[src/pkg/iwlc_pkg.sv]
// package of constants and types for the intercomputer word link control
package iwlc_pkg;
  localparam int FW_W       = 18;
  localparam int CNT_LSB    = 4;
  localparam int CNT_MSB    = 15;
  localparam int FMT_LSB    = 2;
  localparam int CTL_LSB    = 0;
  localparam int SW_RESET   = 16;
  localparam int SW_REJECT  = 15;
  localparam int SW_BUSCHK  = 13;
  localparam logic [1:0] FMT_BAD     = 2'h3;
  localparam logic [1:0] CTL_ATTN    = 2'h0;
  localparam logic [1:0] CTL_IN      = 2'h1;
  localparam logic [1:0] CTL_OUT     = 2'h2;
  localparam logic [1:0] CTL_BAD     = 2'h3;
  localparam logic [1:0] ICODE_OUTEND = 2'h1;
  localparam logic [1:0] CCODE_EXT   = 2'h3;
  localparam logic [7:0] CMD_SET_INT_MASK = 8'h03;
  localparam logic [7:0] CMD_TEST_IO  = 8'h00;
  localparam logic [7:0] CMD_SET_INH  = 8'h10;
  localparam logic [7:0] CMD_CLR_INH  = 8'h20;
  localparam logic [3:0] CMD_SENSE    = 4'h4;
  localparam logic [1:0] CMD_IN       = 2'h2;
  localparam logic [1:0] CMD_OUT      = 2'h1;

  // link sequence states, gray coded along the usual path
  typedef enum logic [2:0]
  {
    IWLC_IDLE  = 3'h0,
    IWLC_HS    = 3'h1,
    IWLC_READY = 3'h3,
    IWLC_XFER  = 3'h2,
    IWLC_CHEND = 3'h6,
    IWLC_INPUT = 3'h7
  } iwlc_state_e;
endpackage

[src/hdl/iwlc_status_word.sv]
// interrupt status word assembly from command byte and sense bits
`timescale 1ns/1ps
module iwlc_status_word
(
  input  wire logic       sel_reset_i,
  input  wire logic       cmd_reject_i,
  input  wire logic       bus_check_i,
  input  wire logic       data_end_i,
  input  wire logic [7:0] cmd_byte_i,
  output logic [17:0]     word_o
);
  // fixed zero bits and unused error bits tied low
  always_comb
  begin
    word_o = 18'h00000;
    word_o[iwlc_pkg::SW_RESET]  = sel_reset_i;
    word_o[iwlc_pkg::SW_REJECT] = cmd_reject_i;
    word_o[iwlc_pkg::SW_BUSCHK] = bus_check_i;
    word_o[7:0] = data_end_i ? 8'h00 : cmd_byte_i;
  end
endmodule

[src/hdl/iwlc_top.sv]
// master side control of the intercomputer word link
`timescale 1ns/1ps
module iwlc_top
(
  input  wire logic        ref_clk_i,
  input  wire logic        rst_n_i,
  // master function word strobe
  input  wire logic        fw_valid_i,
  input  wire logic [17:0] master_function_word_i,
  // slave command channel; parity bit makes byte odd when good
  input  wire logic        slv_cmd_valid_i,
  input  wire logic [7:0]  slv_cmd_i,
  input  wire logic        slv_cmd_par_i,
  input  wire logic        slv_sel_reset_i,
  // data word end of transfer from the data path
  input  wire logic        xfer_done_i,
  // decoded function word to the slave (top bits dropped)
  output logic [15:0]      slv_fw_o,
  output logic [11:0]      count_o,
  output logic [1:0]       format_o,
  output logic [1:0]       op_o,
  output logic             attention_o,
  output logic             fw_reject_o,
  // interrupt to master with status word
  output logic             int_o,
  output logic [17:0]      interrupt_status_word_o,
  output logic [6:0]       error_status_o,
  output logic             linked_o,
  output logic             busy_o,
  output logic [2:0]       state_o
);
  iwlc_pkg::iwlc_state_e state_r, state_nxt;
  logic [15:0] slv_fw_r, slv_fw_nxt;
  logic [1:0]  op_r, op_nxt;
  logic        attn_r, attn_nxt;
  logic        rej_r, rej_nxt;
  logic        int_r, int_nxt;
  logic [17:0] isw_r, isw_nxt;
  logic        srst_r, srst_nxt;
  logic        crej_r, crej_nxt;
  logic        bchk_r, bchk_nxt;
  logic        fw_ok, cmd_known, par_bad, is_ext, data_end;
  logic        srst_pend, crej_pend, bchk_pend;
  logic [17:0] word_w;

  // function word and command byte field checks
  always_comb
  begin
    fw_ok = (master_function_word_i[3:2] != iwlc_pkg::FMT_BAD) &&
            (master_function_word_i[1:0] != iwlc_pkg::CTL_BAD);
    is_ext = slv_cmd_i[1:0] == iwlc_pkg::CCODE_EXT;
    cmd_known = is_ext ||
                slv_cmd_i[1:0] == iwlc_pkg::CMD_IN ||
                slv_cmd_i[1:0] == iwlc_pkg::CMD_OUT ||
                slv_cmd_i[3:0] == iwlc_pkg::CMD_SENSE ||
                slv_cmd_i[5:0] == 6'h00 ||
                slv_cmd_i[5:0] == 6'h10 ||
                slv_cmd_i[5:0] == 6'h20;
    // even parity over byte and parity bit means a bus fault
    par_bad = ~^{slv_cmd_i, slv_cmd_par_i};
    data_end = xfer_done_i;
    // pending sense with this cycle's events; the status word shows these
    srst_pend = srst_r | slv_sel_reset_i;
    crej_pend = crej_r | (slv_cmd_valid_i & ~cmd_known);
    bchk_pend = bchk_r | (slv_cmd_valid_i & par_bad);
  end

  iwlc_status_word u_sw
  (
    .sel_reset_i  (srst_pend),
    .cmd_reject_i (crej_pend),
    .bus_check_i  (bchk_pend),
    .data_end_i   (data_end),
    .cmd_byte_i   (slv_cmd_i),
    .word_o       (word_w)
  );

  // sense bits are sticky until reported; a set in the interrupt cycle is
  // captured into that word, so nothing is lost when the clear comes
  always_comb
  begin
    srst_nxt = srst_pend;
    crej_nxt = crej_pend;
    bchk_nxt = bchk_pend;
    if (int_nxt)
    begin
      srst_nxt = slv_sel_reset_i;
      crej_nxt = 1'b0;
      bchk_nxt = 1'b0;
    end
  end

  // link sequence and function word decode
  always_comb
  begin
    state_nxt  = state_r;
    slv_fw_nxt = slv_fw_r;
    op_nxt     = op_r;
    attn_nxt   = 1'b0;
    rej_nxt    = 1'b0;
    int_nxt    = 1'b0;
    isw_nxt    = isw_r;
    if (fw_valid_i)
    begin
      if (!fw_ok)
        rej_nxt = 1'b1;
      else
      begin
        slv_fw_nxt = master_function_word_i[15:0];
        op_nxt = master_function_word_i[1:0];
        if (master_function_word_i[1:0] == iwlc_pkg::CTL_ATTN)
        begin
          attn_nxt = 1'b1;
          if (state_r == iwlc_pkg::IWLC_IDLE)
            state_nxt = iwlc_pkg::IWLC_HS;
        end
        else
        begin
          case (state_r)
            iwlc_pkg::IWLC_READY:
              state_nxt = iwlc_pkg::IWLC_XFER;
            iwlc_pkg::IWLC_CHEND:
              if (master_function_word_i[1:0] == iwlc_pkg::CTL_IN)
                state_nxt = iwlc_pkg::IWLC_INPUT;
            default:
              state_nxt = state_r;
          endcase
        end
      end
    end
    // channel end when the data block finishes
    if (data_end && state_r == iwlc_pkg::IWLC_XFER)
    begin
      int_nxt = 1'b1;
      isw_nxt = word_w;
      state_nxt = iwlc_pkg::IWLC_CHEND;
    end
    else if (slv_cmd_valid_i && is_ext)
    begin
      int_nxt = 1'b1;
      isw_nxt = word_w;
      case (state_r)
        iwlc_pkg::IWLC_HS:
          if (slv_cmd_i[3:2] == iwlc_pkg::ICODE_OUTEND)
            state_nxt = iwlc_pkg::IWLC_READY;
        iwlc_pkg::IWLC_CHEND,
        iwlc_pkg::IWLC_INPUT,
        iwlc_pkg::IWLC_XFER:
          state_nxt = iwlc_pkg::IWLC_READY;
        default:
          state_nxt = state_r;
      endcase
    end
  end

  // registers
  always_ff @(posedge ref_clk_i)
  begin
    if (!rst_n_i)
    begin
      state_r  <= iwlc_pkg::IWLC_IDLE;
      slv_fw_r <= 16'h0000;
      op_r     <= 2'h0;
      attn_r   <= 1'b0;
      rej_r    <= 1'b0;
      int_r    <= 1'b0;
      isw_r    <= 18'h00000;
      srst_r   <= 1'b0;
      crej_r   <= 1'b0;
      bchk_r   <= 1'b0;
    end
    else
    begin
      state_r  <= state_nxt;
      slv_fw_r <= slv_fw_nxt;
      op_r     <= op_nxt;
      attn_r   <= attn_nxt;
      rej_r    <= rej_nxt;
      int_r    <= int_nxt;
      isw_r    <= isw_nxt;
      srst_r   <= srst_nxt;
      crej_r   <= crej_nxt;
      bchk_r   <= bchk_nxt;
    end
  end

  // outputs; error field shared with the slave side sense byte
  assign slv_fw_o    = slv_fw_r;
  assign count_o     = slv_fw_r[iwlc_pkg::CNT_MSB:iwlc_pkg::CNT_LSB];
  assign format_o    = slv_fw_r[iwlc_pkg::FMT_LSB+1:
                                iwlc_pkg::FMT_LSB];
  assign op_o        = op_r;
  assign attention_o = attn_r;
  assign fw_reject_o = rej_r;
  assign int_o       = int_r;
  assign interrupt_status_word_o = isw_r;
  assign error_status_o = {crej_r, 1'b0, bchk_r, 4'h0};
  assign linked_o    = state_r != iwlc_pkg::IWLC_IDLE &&
                       state_r != iwlc_pkg::IWLC_HS;
  assign busy_o      = state_r == iwlc_pkg::IWLC_XFER ||
                       state_r == iwlc_pkg::IWLC_CHEND ||
                       state_r == iwlc_pkg::IWLC_INPUT;
  assign state_o     = state_r;
endmodule

[config.mk]
export PLATFORM = sky130hd
export DESIGN_NAME = iwlc_top
export DESIGN_NICKNAME = d
export VERILOG_FILES = /design/src/pkg/iwlc_pkg.sv /design/src/hdl/iwlc_status_word.sv /design/src/hdl/iwlc_top.sv
export SDC_FILE = /design/constraint.sdc
export NUM_CORES = 1
export LEC_CHECK = 0
export BUFFER_PORTS_ARGS = -buffer_cell sky130_fd_sc_hd__clkbuf_2
export CAP_MARGIN = 10
export CORE_MARGIN = 4
export CORE_UTILIZATION = 43
export DETAILED_ROUTE_END_ITERATION = 6
export HOLD_SLACK_MARGIN = 0.02
export MAX_ROUTING_LAYER = met4
export PLACE_DENSITY_LB_ADDON = 0.15
export SLEW_MARGIN = 5
export SYNTH_ARGS = -nofsm -noshare
export SYNTH_HDL_FRONTEND = slang
export SYNTH_SLANG_ARGS = --single-unit
[constraint.sdc]
create_clock -name ref_clk_i -period 1.9 [get_ports ref_clk_i]
set_input_delay 0.38 -clock ref_clk_i [delete_from_list [all_inputs] [get_ports ref_clk_i]]
set_output_delay 0.38 -clock ref_clk_i [all_outputs]
set_load 0.005 [all_outputs]
# Word-level counts from Yosys, hierarchy flattened
# Index checks and enable logic that the tools add are counted.
[totals] regBits=38 in_bits=33 output_inout_bits=65 word_cells=78
[classes] n_bitwise=7 reduce_logical=24 muxes=18 eq_ne=18
[ops] operator="17-bit two-way mux" count=2
[ops] operator="3-bit two-way mux" count=8
[ops] operator="3-bit case mux with 2 select lines" count=2
[ops] operator="9-bit XNOR reduction" count=1
[ops] operator="1-bit logical OR" count=8
[ops] operator="8-bit two-way mux" count=1
[ops] operator="2-bit by 1-bit equality test with 1-bit output, second input constant" count=3
[ops] operator="3-bit by 2-bit equality test with 1-bit output, second input constant" count=2
[ops] operator="3-bit equality test, second input constant" count=2
[ops] operator="6-bit by 5-bit equality test with 1-bit output, second input constant" count=1
[ops] operator="6-bit equality test, second input constant" count=1
[ops] operator="6-bit zero test" count=1
[ops] operator="3-bit by 1-bit inequality test with 1-bit output, second input constant" count=2
[ops] operator="1-bit two-way mux" count=5
[ops] operator="2-bit equality test, second input constant" count=2
[ops] operator="4-bit by 3-bit equality test with 1-bit output, second input constant" count=1
[ops] operator="1-bit logical AND" count=4
[ops] operator="2-bit inequality test, second input constant" count=2
[ops] operator="4-bit by 2-bit inequality test with 1-bit output, second input constant" count=1
[ops] operator="2-bit AND reduction" count=2
[ops] operator="2-bit OR reduction" count=2
[ops] operator="3-bit by 1-bit equality test with 1-bit output, second input constant" count=1
[ops] operator="3-bit zero test" count=1
[ops] operator="1-bit bitwise OR" count=3
[ops] operator="other kinds (7)" count=9

# Longest topological paths before layout
# Gate-level depths: netlist of run 1.
[logic_depth] ltp_word=12 mapped_depth=6

# Modules after synthesis
# Synthesis of run 1 repeated with hierarchy kept, for this count alone.
[hier_totals] hier_cells=214 hier_area_um2=1961.9
[modules_own_cells] module="iwlc_top" cells_each=195 n_inst=1 area_per_inst_um2=1833.0 seq_area_each_um2=860.8
[modules_own_cells] module="iwlc_status_word" cells_each=19 n_inst=1 area_per_inst_um2=128.9 seq_area_each_um2=0.0

# Worst setup path before layout of run 1
# Ideal clock, no wire load.
[synth_timing] path_type="input-to-reg" from="input slv_cmd_i[5]" to="register isw_r[13] (netlist: interrupt_status_word_o[13])" arrival_ns=1.360 t_required_ns=1.826 path_stages=4 path_slack_ns=0.465 setup_ns=0.074 path_cell_list="xor2_1 xnor3_1 mux2_4 a31oi_1"
[synth_between] elab_chain_cells=5
[synth_rtl] item="start: declaration" line="iwlc_top.sv:12" rtl="input wire logic [7:0] slv_cmd_i,"
[synth_rtl] item="9-bit XNOR reduction *" line="iwlc_top.sv:60" rtl="par_bad = ~^{slv_cmd_i, slv_cmd_par_i};"
[synth_rtl] item="1-bit bitwise AND *" line="iwlc_top.sv:65" rtl="bchk_pend = bchk_r | (slv_cmd_valid_i & par_bad);"
[synth_rtl] item="1-bit bitwise OR *" line="iwlc_top.sv:65"
[synth_rtl] item="17-bit two-way mux" line="iwlc_top.sv:138" rtl="else if (slv_cmd_valid_i && is_ext)"
[synth_rtl] item="17-bit two-way mux *" line="iwlc_top.sv:132" rtl="if (data_end && state_r == iwlc_pkg::IWLC_XFER)"
[synth_rtl] item="end signal: assignment" line="iwlc_top.sv:180" rtl="isw_r <= isw_nxt;"
[synth_rtl] item="end: declaration" line="iwlc_top.sv:38" rtl="logic [17:0] isw_r, isw_nxt;"
# Mark *: on every way between the ends. The rest lies on a longest branch, timed or not. The select of a mux whose other input is x is not followed.
# A chain may end at the register's enable or synchronous reset.

# Final worst setup path of run 1
[layout_timing] from="register state_r[1] (netlist: state_o[1])" to="output linked_o"
[layout_between] elab_chain_cells=2 elab_cells_between_ends=3
[layout_rtl] item="start: declaration" line="iwlc_top.sv:32" rtl="iwlc_pkg::iwlc_state_e state_r, state_nxt;"
[layout_rtl] item="start signal: assignment" line="iwlc_top.sv:161" rtl="state_r <= iwlc_pkg::IWLC_IDLE;"
[layout_rtl] item="start signal: assignment" line="iwlc_top.sv:174" rtl="state_r <= state_nxt;"
[layout_rtl] item="3-bit by 1-bit inequality test with 1-bit output or 3-bit nonzero test (tied branches)" line="iwlc_top.sv:199, iwlc_top.sv:198"
[layout_rtl] item="1-bit logical AND *" line="iwlc_top.sv:198" rtl="assign linked_o = state_r != iwlc_pkg::IWLC_IDLE &&"
[layout_rtl] item="end: declaration" line="iwlc_top.sv:28" rtl="output logic linked_o,"
# Mark *: on every way between the ends. The rest lies on a longest branch, timed or not.

==> flow_summary.json, run 1 <==
{
  "yosys-top-cells-area": "dfxtp_1 43%, buf_4 13%, nand2_1 9.4%, a21boi_0 6.7%, a22o_1 3.7%",
  "gr-total-overflow": 0,
  "ant_nets": 0,
  "maxCapViolations": 0,
  "critPathMaxFanout": 9,
  "ys_types": 37,
  "dieArea_um2": 4970,
  "core_um2": 3720,
  "grtUsageTotal": 0.152,
  "cts_hold_buffers": 0,
  "cts_tree": "built",
  "crit_start": "state_o[1]",
  "hold_class": "primary input to flop",
  "layout_min_cycle_time_ns": 1.49,
  "path_cells": "or2_2 > clkbuf_2",
  "rsz0062_at_grt": "no",
  "fin_hold_ws_ns": 0.324,
  "worst-path-buf-inv": 1,
  "r2r_setup_slack_ns": 0.48,
  "cts_setup_buffers": 0,
  "crit_end": "linked_o",
  "yosys_register_bits": 36,
  "rr_startpoint": "state_o[1]",
  "worstPathArrival_ns": 1.11,
  "via_per_inst": 4.69,
  "cts_buffer_depth": 2,
  "r2r-end": "state_o[0]",
  "criticalPathCategory": "flop to output pin",
  "power_leakage_nw": 1.02,
  "ios": 98,
  "synth_ff_type": "dfxtp_1",
  "globalplace.congestion": 0.734,
  "path_clk_slew_ns": 0.07,
  "crit_required_ns": 1.52,
  "ys_warn_count": 0,
  "post-route-util": 0.558,
  "async_reset_ff_frac": 0,
  "synth_edf_count": 0,
  "syn_area_um2": 1680,
  "cts_root_buffer": "clkbuf_8",
  "status": "completed",
  "port-buffer-count": 83,
  "placementRows": 22,
  "cp-start-kind": "flop",
  "drv_slew": 0,
  "ir_drop_uv": 433,
  "die_h_um": 70.5,
  "worst_setup_path_end_kind": "output pin",
  "worst_slack_ns": 0.415,
  "start_util": 0.452,
  "insertion_delay_ns": 0.28,
  "synthCells": 191,
  "drc": 0,
  "final_cells": 307,
  "n_antenna_cell": 0,
  "wl_um": 3660,
  "firstDrtPassIters": 4,
  "first_iter_violations": 78,
  "finClkSkew_ns": 0.00129,
  "grt_pass1_vias": 1319,
  "vias": 1439,
  "cts.htree.levels": 2,
  "cts_resized": 0,
  "slowest_delay_ns": 0.40,
  "finalCritPeriodShare": 0.782,
  "setup_viol": 0,
  "place_hpwl_um": 2890,
  "yosys.area.top_type": "dfxtp_1",
  "power_density_nw_per_um2": 772,
  "place_ws_ns": 0.248,
  "antenna_found_initial": 0,
  "final_common_cell": "clkbuf_2",
  "grt_pass1_wl_um": 5850,
  "finalSetupTns_ns": 0,
  "cts_sinks": 36,
  "fin_nets": 291,
  "cts-buffers-inserted": 5,
  "fill_cells": 383,
  "syn_avg_cell_area_um2": 8.78,
  "die_width_um": 70.5,
  "slowest_stage": "dfxtp_1",
  "seq_area_frac_synth": 0.430,
  "finalHoldViolations": 0,
  "cpLargestDelayFamily": "flip-flops",
  "layout_common_cells": "83 x clkbuf_2, 42 x nand2_1, 36 x dfxtp_1",
  "wl_per_cell_um": 11.9,
  "dp_cells": 299,
  "reg2reg_depth": 4,
  "synth_top_cell_area_share": 0.430,
  "syn2layout_area_growth_pct": 23.6,
  "grt_max_degree": 19,
  "path_depth": 2,
  "fmax_ghz": 0.673,
  "final_layout_size_suffix_gt1_frac": 0.375
}
## per-layer routing
| layer | vias to the layer above | routed length [um] | track usage |
|---|---|---|---|
| met2 | 65 | 1670 | 0.246 |
| met3 | 6 | 399 | 0.0590 |
| li1 | 731 | - | - |
| met1 | 637 | 1540 | 0.170 |
| met4 | 0 | 46 | 0.0511 |
| met5 | - | 0 | - |
## Yosys cell counts (2+ instances only)
cell      count
a31oi_1       3
a21oi_1       5
nor2b_1       3
dfxtp_1      36
xnor2_1       2
and2_1        4
o21ai_0       2
buf_4        30
nor3b_1       2
nor2_1        6
and3_1        2
a21boi_0     15
a22o_1        7
nand2_1      42
clkbuf_1      7
inv_1         3
xnor3_1       2
## state kept, by name (all words and copies together), names as in the netlist
| register | flops |
|---|---|
| slv_fw_o | 16 |
| interrupt_status_word_o | 11 |
| state_o | 3 |
| attention_o | 1 |
| bchk_r | 1 |
| crej_r | 1 |
| fw_reject_o | 1 |
| int_o | 1 |
| srst_r | 1 |
## logic make-up (layout without fill, tap and decap cells)
group,after synthesis,in the layout,synth area share
buffers and inverters,41,98,0.160
AOI/OAI and AO/OA,39,39,0.168
other,1,12,0.00223
xor gates and xnor gates,5,5,0.0425
and+or+nand+nor,68,68,0.189
muxes,1,1,0.00895
DFF,36,36,0.430
## cell type report
cell class / instances / area, um^2 / area share
Multi-Input combinational cell: 125 / 731 / 0.352
Sequential cell: 36 / 721 / 0.348
Timing Repair Buffer: 87 / 458 / 0.221
Clock buffer: 6 / 82.6 / 0.0398
Tap cell: 48 / 60.1 / 0.0290
Inverter: 3 / 11.3 / 0.00543
Clock inverter: 2 / 10.0 / 0.00483
## per-stage QoR
step	instance area, um^2	total power [W]
global route	2070	0.00169
detailed placement	1980	0.00107
CTS	2070	0.00162
global placement	1980	0.00107
floorplan	1720	0.000996
finish	2070	0.00160
## how the worst min path moves through the flow
stage / from / to / slack (ns) / cells after the start
after CTS: master_function_word_i[6] / slv_fw_o[6] / 0.32 / 3
after global routing: slv_cmd_i[7] / interrupt_status_word_o[7] / 0.32 / 2
final: master_function_word_i[6] / slv_fw_o[6] / 0.32 / 3
after floorplan: srst_r / srst_r / 0.44 / 1
after global placement: srst_r / srst_r / 0.46 / 1
after detailed placement: interrupt_status_word_o[6] / interrupt_status_word_o[6] / 0.46 / 1
## report_power, final
part | switching [W] | leakage [nW] | internal [W] | total [W]
clock | 0.000259 | 0.0510 | 0.000289 | 0.000548
sequential | 0.0000219 | 0.294 | 0.000790 | 0.000812
combinational | 0.000115 | 0.677 | 0.000125 | 0.000240
## worst min-delay path, delay by kind of cell
family	cells	cell delay, ns
buffers and inverters	1	0.08
and+or+nand+nor	1	0.04
AOI/OAI and AO/OA	1	0.06
No activity file was read; power rests on OpenSTA's default activity.
==> run 2, diff against run 1 <==
--- a/config.mk
+++ b/config.mk
@@ -5,10 +5,11 @@
 export SDC_FILE = /design/constraint.sdc
 export NUM_CORES = 1
 export LEC_CHECK = 0
+export ABC_AREA = 1
 export BUFFER_PORTS_ARGS = -buffer_cell sky130_fd_sc_hd__clkbuf_2
 export CAP_MARGIN = 10
 export CORE_MARGIN = 4
-export CORE_UTILIZATION = 43
+export CORE_UTILIZATION = 44
 export DETAILED_ROUTE_END_ITERATION = 6
 export HOLD_SLACK_MARGIN = 0.02
 export MAX_ROUTING_LAYER = met4
==> constraint.sdc (replaced) <==
create_clock -name ref_clk_i -period 1.5 [get_ports ref_clk_i]
set_input_delay 0.3 -clock ref_clk_i [delete_from_list [all_inputs] [get_ports ref_clk_i]]
set_output_delay 0.3 -clock ref_clk_i [all_outputs]
set_load 0.005 [all_outputs]
==> run 2 against run 1 <==
Against the previous run:
- via count rose by 7.6%
- clock skew grew 0.0019 ns
- non-clock buffer count shrank 1
- first-iteration DRC count shrank 24%
- worst hold slack lost 0.088 ns
- sequential share of layout area decreased by 0.58 points
- design area increased by 1.7%
- synthesized cell count increased by 20%
- highest routed layer unchanged
==> flow_summary.json, run 2 <==
{
  "status": "completed",
  "finalSetupTns_ns": 0,
  "syn2layout_area_growth_pct": 22.7,
  "via_per_inst": 4.45,
  "synthMostInstantiatedCell": "nand2_1",
  "crit_start": "state_o[2]",
  "die_h_um": 70.5,
  "fin_nets": 332,
  "synth_edf_count": 0,
  "core_um2": 3720,
  "synthCells": 230,
  "cts_sinks": 36,
  "place_ws_ns": 0.132,
  "finClkSkew_ns": 0.00321,
  "r2r_setup_slack_ns": 0.30,
  "ios": 98,
  "n_antenna_cell": 0,
  "rsz0062_at_grt": "no",
  "grtUsageTotal": 0.158,
  "hold_class": "primary input to flop",
  "cts_hold_buffers": 0,
  "die_width_um": 70.5,
  "worst_slack_ns": 0.192,
  "cp-start-kind": "flop",
  "worstPathArrival_ns": 1.01,
  "wl_per_cell_um": 11.0,
  "setup_viol": 0,
  "synthTopCellsByCount": "39 x nand2_1, 36 x dfxtp_1, 35 x nor2_1",
  "place_hpwl_um": 3000,
  "gr-total-overflow": 0,
  "fin_hold_ws_ns": 0.236,
  "criticalPathCategory": "flop to output pin",
  "ant_nets": 0,
  "maxCapViolations": 0,
  "multi_input_area_um2": 688,
  "seq_area_frac_synth": 0.420,
  "layout_common_cells": "83 x clkbuf_2, 39 x nand2_1, 36 x dfxtp_1",
  "crit_required_ns": 1.20,
  "fill_cells": 383,
  "fmax_ghz": 0.764,
  "syn_avg_cell_area_um2": 7.47,
  "finalCritPeriodShare": 0.872,
  "start_util": 0.462,
  "synth_ff_type": "dfxtp_1",
  "synth_top_cell_area_share": 0.420,
  "port-buffer-count": 83,
  "cts_tree": "built",
  "vias": 1548,
  "power_density_nw_per_um2": 1040,
  "drc": 0,
  "insertion_delay_ns": 0.28,
  "firstDrtPassIters": 4,
  "cts-buffers-inserted": 5,
  "async_reset_ff_frac": 0,
  "ys_types": 28,
  "syn_area_um2": 1720,
  "worst_setup_path_end_kind": "output pin",
  "cts_resized": 0,
  "yosys-top-cells-area": "dfxtp_1 42%, buf_4 14%, nand2_1 8.5%, nor2_1 7.6%, o21ai_0 5.8%",
  "grt_max_degree": 20,
  "regArea_um2": 721,
  "critPathMaxFanout": 4,
  "ys_warn_count": 0,
  "yosys.area.top_type": "dfxtp_1",
  "ir_drop_uv": 515,
  "cts_root_buffer": "clkbuf_8",
  "globalplace.congestion": 0.748,
  "path_clk_slew_ns": 0.07,
  "grt_pass1_vias": 1380,
  "worstHoldStart": "master_function_word_i[12]",
  "largest_reg_flops": 16,
  "yosys_register_bits": 36,
  "layout_min_cycle_time_ns": 1.31,
  "final_common_cell": "clkbuf_2",
  "dieArea_um2": 4970,
  "placementRows": 22,
  "cts_buffer_depth": 2,
  "antenna_found_initial": 0,
  "cts.htree.levels": 2,
  "first_iter_violations": 59,
  "grt_pass1_wl_um": 6090,
  "final_layout_size_suffix_gt1_frac": 0.353,
  "power_leakage_nw": 1.16,
  "drv_slew": 0,
  "finalHoldViolations": 0,
  "cts_setup_buffers": 0,
  "rr_startpoint": "state_o[0]",
  "wl_um": 3840
}
## run 2: cell count changes after synthesis, moves of 3 or more
cell      previous run  this run
a21boi_0            15         0
a21oi_1              5         8
a22o_1               7         0
and2_1               4         0
clkbuf_1             7         1
inv_1                3        22
inv_2                0         3
nand2_1             42        39
nand3_1              1         7
nor2_1               6        35
nor2b_1              3         0
o21ai_0              2        20
o31ai_1              0         5
## run 2: final timing paths
check	depth (start not counted)	endpoint
hold / removal	3	slv_fw_o[12]
setup reg to reg	6	bchk_r
hold reg to reg	2	interrupt_status_word_o[13]
setup / recovery	3	busy_o
## run 2: cell families after synthesis
| group | after synthesis | synth area share |
|---|---|---|
| other cells | 1 | 0.00218 |
| flops | 36 | 0.420 |
| xor+xnor | 2 | 0.0102 |
| compound gates | 38 | 0.126 |
| buf+inv | 60 | 0.204 |
| simple gates | 93 | 0.238 |
## run 2: through the flow
step	instances	power [W]	utilization	cell area, um^2
after global placement	340	0.00137	0.538	2000
after floorplan	241	0.00129	-	1760
after detailed placement	340	0.00138	0.538	2000
after CTS	348	0.00222	0.567	2110
after global routing	348	0.00230	0.567	2110
final	348	0.00218	0.567	2110
## run 2: final cells by class
type,instances,area share
sequential,36,0.342
multi-input combinational,145,0.326
timing repair buffer,86,0.208
inverter,25,0.0445
clock buffer,6,0.0344
tap,48,0.0285
clock inverter,2,0.0166
## run 2: where the power goes
group | switching, W | internal, W
logic | 0.000179 | 0.000139
clock network | 0.000335 | 0.000493
registers | 0.0000304 | 0.00101
## run 2: worst max-delay path: stages (launching register included)
cell and delay, ns:
dfxtp_1 0.39, inv_1 0.09, a21oi_1 0.13, clkbuf_2 0.13
## run 2: routing by layer
metal | up-vias | GRT usage | share of wire
li1 | 819 | - | -
met1 | 664 | 0.192 | 0.45
met2 | 60 | 0.243 | 0.45
met3 | 5 | 0.0532 | 0.092
met4 | 0 | 0.0574 | 0.015
met5 | - | - | 0
==> run 3, diff against run 2 <==
--- a/config.mk
+++ b/config.mk
@@ -9,12 +9,13 @@
 export BUFFER_PORTS_ARGS = -buffer_cell sky130_fd_sc_hd__clkbuf_2
 export CAP_MARGIN = 10
 export CORE_MARGIN = 4
-export CORE_UTILIZATION = 44
+export CORE_UTILIZATION = 47
 export DETAILED_ROUTE_END_ITERATION = 6
+export GPL_TIMING_DRIVEN = 0
 export HOLD_SLACK_MARGIN = 0.02
 export MAX_ROUTING_LAYER = met4
 export PLACE_DENSITY_LB_ADDON = 0.15
-export SLEW_MARGIN = 5
+export SLEW_MARGIN = 15
 export SYNTH_ARGS = -nofsm -noshare
 export SYNTH_HDL_FRONTEND = slang
 export SYNTH_SLANG_ARGS = --single-unit
==> constraint.sdc (replaced) <==
create_clock -name ref_clk_i -period 1.6 [get_ports ref_clk_i]
set_input_delay 0.32 -clock ref_clk_i [delete_from_list [all_inputs] [get_ports ref_clk_i]]
set_output_delay 0.32 -clock ref_clk_i [all_outputs]
set_load 0.005 [all_outputs]
==> run 3 against run 2 <==
Against the previous run:
- cell count increased by 8.6%
- combinational power increased by 16%
- clock power decreased by 7.1%
- critical path depth unchanged
- sequential power decreased by 6%
- utilization increased by 11 points
- first-iteration DRC count increased by 31%
==> flow_summary.json, run 3 (same netlist as run 2, synthesis figures left out) <==
{
  "vias": 1700,
  "fill_cells": 326,
  "first_iter_violations": 77,
  "drv_slew": 0,
  "n_antenna_cell": 0,
  "slowest_stage": "dfxtp_1",
  "wl_um": 3860,
  "r2r-end": "interrupt_status_word_o[3]",
  "firstDrtPassIters": 4,
  "worst_setup_path_end_kind": "output pin",
  "cts_buffer_depth": 2,
  "antenna_found_initial": 0,
  "cts_resized": 0,
  "reg2reg_depth": 6,
  "worst-path-buf-inv": 2,
  "pwr-share-comb": 0.174,
  "cpLargestDelayFamily": "flip-flops",
  "rr_startpoint": "state_o[1]",
  "cts_sinks": 36,
  "status": "completed",
  "busiest_layer": "met2",
  "grt_use_met1": 0.205,
  "fin_nets": 364,
  "setup_viol": 0,
  "ant_nets": 0,
  "drc": 0,
  "core_um2": 3440,
  "use_met2": 0.287,
  "final_layout_size_suffix_gt1_frac": 0.410,
  "grt_pass1_wl_um": 5990,
  "grt_max_degree": 12,
  "worst_slack_ns": 0.273,
  "grt_pass1_vias": 1459,
  "path_cells": "inv_1 > a21oi_1 > clkbuf_2",
  "cp-start-kind": "flop",
  "path_clk_slew_ns": 0.07,
  "layout_common_cells": "83 x clkbuf_2, 39 x nand2_1, 36 x dfxtp_1",
  "cts-buffers-inserted": 5,
  "power_density_nw_per_um2": 901,
  "slowest_delay_ns": 0.39,
  "critPathMaxFanout": 4,
  "clkPwrFrac": 0.365,
  "finalCritPeriodShare": 0.829,
  "syn2layout_area_growth_pct": 36.2,
  "insertion_delay_ns": 0.28,
  "power_frac_seq": 0.461,
  "p_sw_w": 0.000515,
  "via_per_inst": 4.50,
  "place_ws_ns": 0.245,
  "globalplace.congestion": 0.789,
  "cts_tree": "built",
  "final_common_cell": "clkbuf_2",
  "grtUsageMet3": 0.0394,
  "dieArea_um2": 4690,
  "placementRows": 21,
  "wl_per_cell_um": 10.2,
  "finClkSkew_ns": 0.00743,
  "largest_reg_flops": 16,
  "cts_root_buffer": "clkbuf_8",
  "die_h_um": 68.5,
  "place_hpwl_um": 3100,
  "hold_class": "primary input to flop",
  "ir_drop_uv": 671,
  "worstPathArrival_ns": 1.01,
  "cts_hold_buffers": 0,
  "power_leakage_nw": 1.32,
  "grtUsageTotal": 0.174,
  "finalSetupTns_ns": 0,
  "gr-total-overflow": 0,
  "die_width_um": 68.5,
  "min_path_cells": 3,
  "fmax_ghz": 0.754,
  "port-buffer-count": 83,
  "hold_end": "slv_fw_o[9]",
  "cts.htree.levels": 2,
  "r2r_setup_slack_ns": 0.40,
  "worstHoldStart": "master_function_word_i[9]",
  "cts_setup_buffers": 0,
  "start_util": 0.499,
  "swShare": 0.244,
  "crit_required_ns": 1.28,
  "ios": 98,
  "finalHoldViolations": 0,
  "criticalPathCategory": "flop to output pin",
  "layout_min_cycle_time_ns": 1.33,
  "p_int_w": 0.00159,
  "rsz0062_at_grt": "no",
  "maxCapViolations": 0
}
==> run 3: changes by cell type in the layout (fill, tap and decap cells not counted), sizes merged <==
cell / delta
clkbuf: +1
buf: +31
==> run 3: worst max-delay path by stage <==
stage	startpoint	endpoint	slack [ns]	cells past startpoint
2_1_floorplan	master_function_word_i[3]	slv_fw_o[12]	0.48	8
3_3_place_gp	master_function_word_i[1]	slv_fw_o[12]	0.27	9
3_5_place_dp	master_function_word_i[1]	slv_fw_o[3]	0.25	9
4_1_cts	state_o[2]	busy_o	0.26	3
5_1_grt	state_o[2]	busy_o	0.22	3
6_report	state_o[2]	busy_o	0.27	3
==> run 3: per-stage QoR <==
step                      power, W  utilization  instances  cell area [um^2]  hold WS (ns)
final                      0.00211        0.680        378              2340         0.259
after CTS                  0.00213        0.680        378              2340         0.253
after global placement     0.00136        0.648        370              2230         0.437
after floorplan            0.00121            -        241              1760         0.421
after global routing       0.00222        0.680        378              2340         0.278
after detailed placement   0.00136        0.648        370              2230         0.445
==> run 3: cell type report <==
cell class / count / area [um^2] / area share
Clock inverter: 2 / 35.0 / 0.0150
Inverter: 25 / 93.8 / 0.0401
Sequential cell: 36 / 721 / 0.308
Tap cell: 46 / 57.6 / 0.0246
Buffer: 35 / 256 / 0.110
Clock buffer: 6 / 72.6 / 0.0310
Timing Repair Buffer: 83 / 415 / 0.178
Multi-Input combinational cell: 145 / 688 / 0.294
==> run 3: power groups by stage <==
stage          Combinational, W  Clock [W]  Sequential, W
6_report               0.000367   0.000769       0.000973
5_1_grt                0.000417   0.000820       0.000980
4_1_cts                0.000370   0.000789       0.000973
3_5_place_dp           0.000368          0       0.000993
3_3_place_gp           0.000363          0       0.000992
2_1_floorplan          0.000216          0       0.000993
==> run 3: worst min-delay path, stage by stage <==
cell	delay [ns]
clkbuf_2	0.07
nor2_1	0.03
nor2_1	0.08
==> run 3: layer usage <==
layer	routed length [um]	up-vias	share of wire
met3	360	7	0.093
met4	59	0	0.015
met2	1720	75	0.44
met5	0	-	0
met1	1730	727	0.45
li1	-	891	-
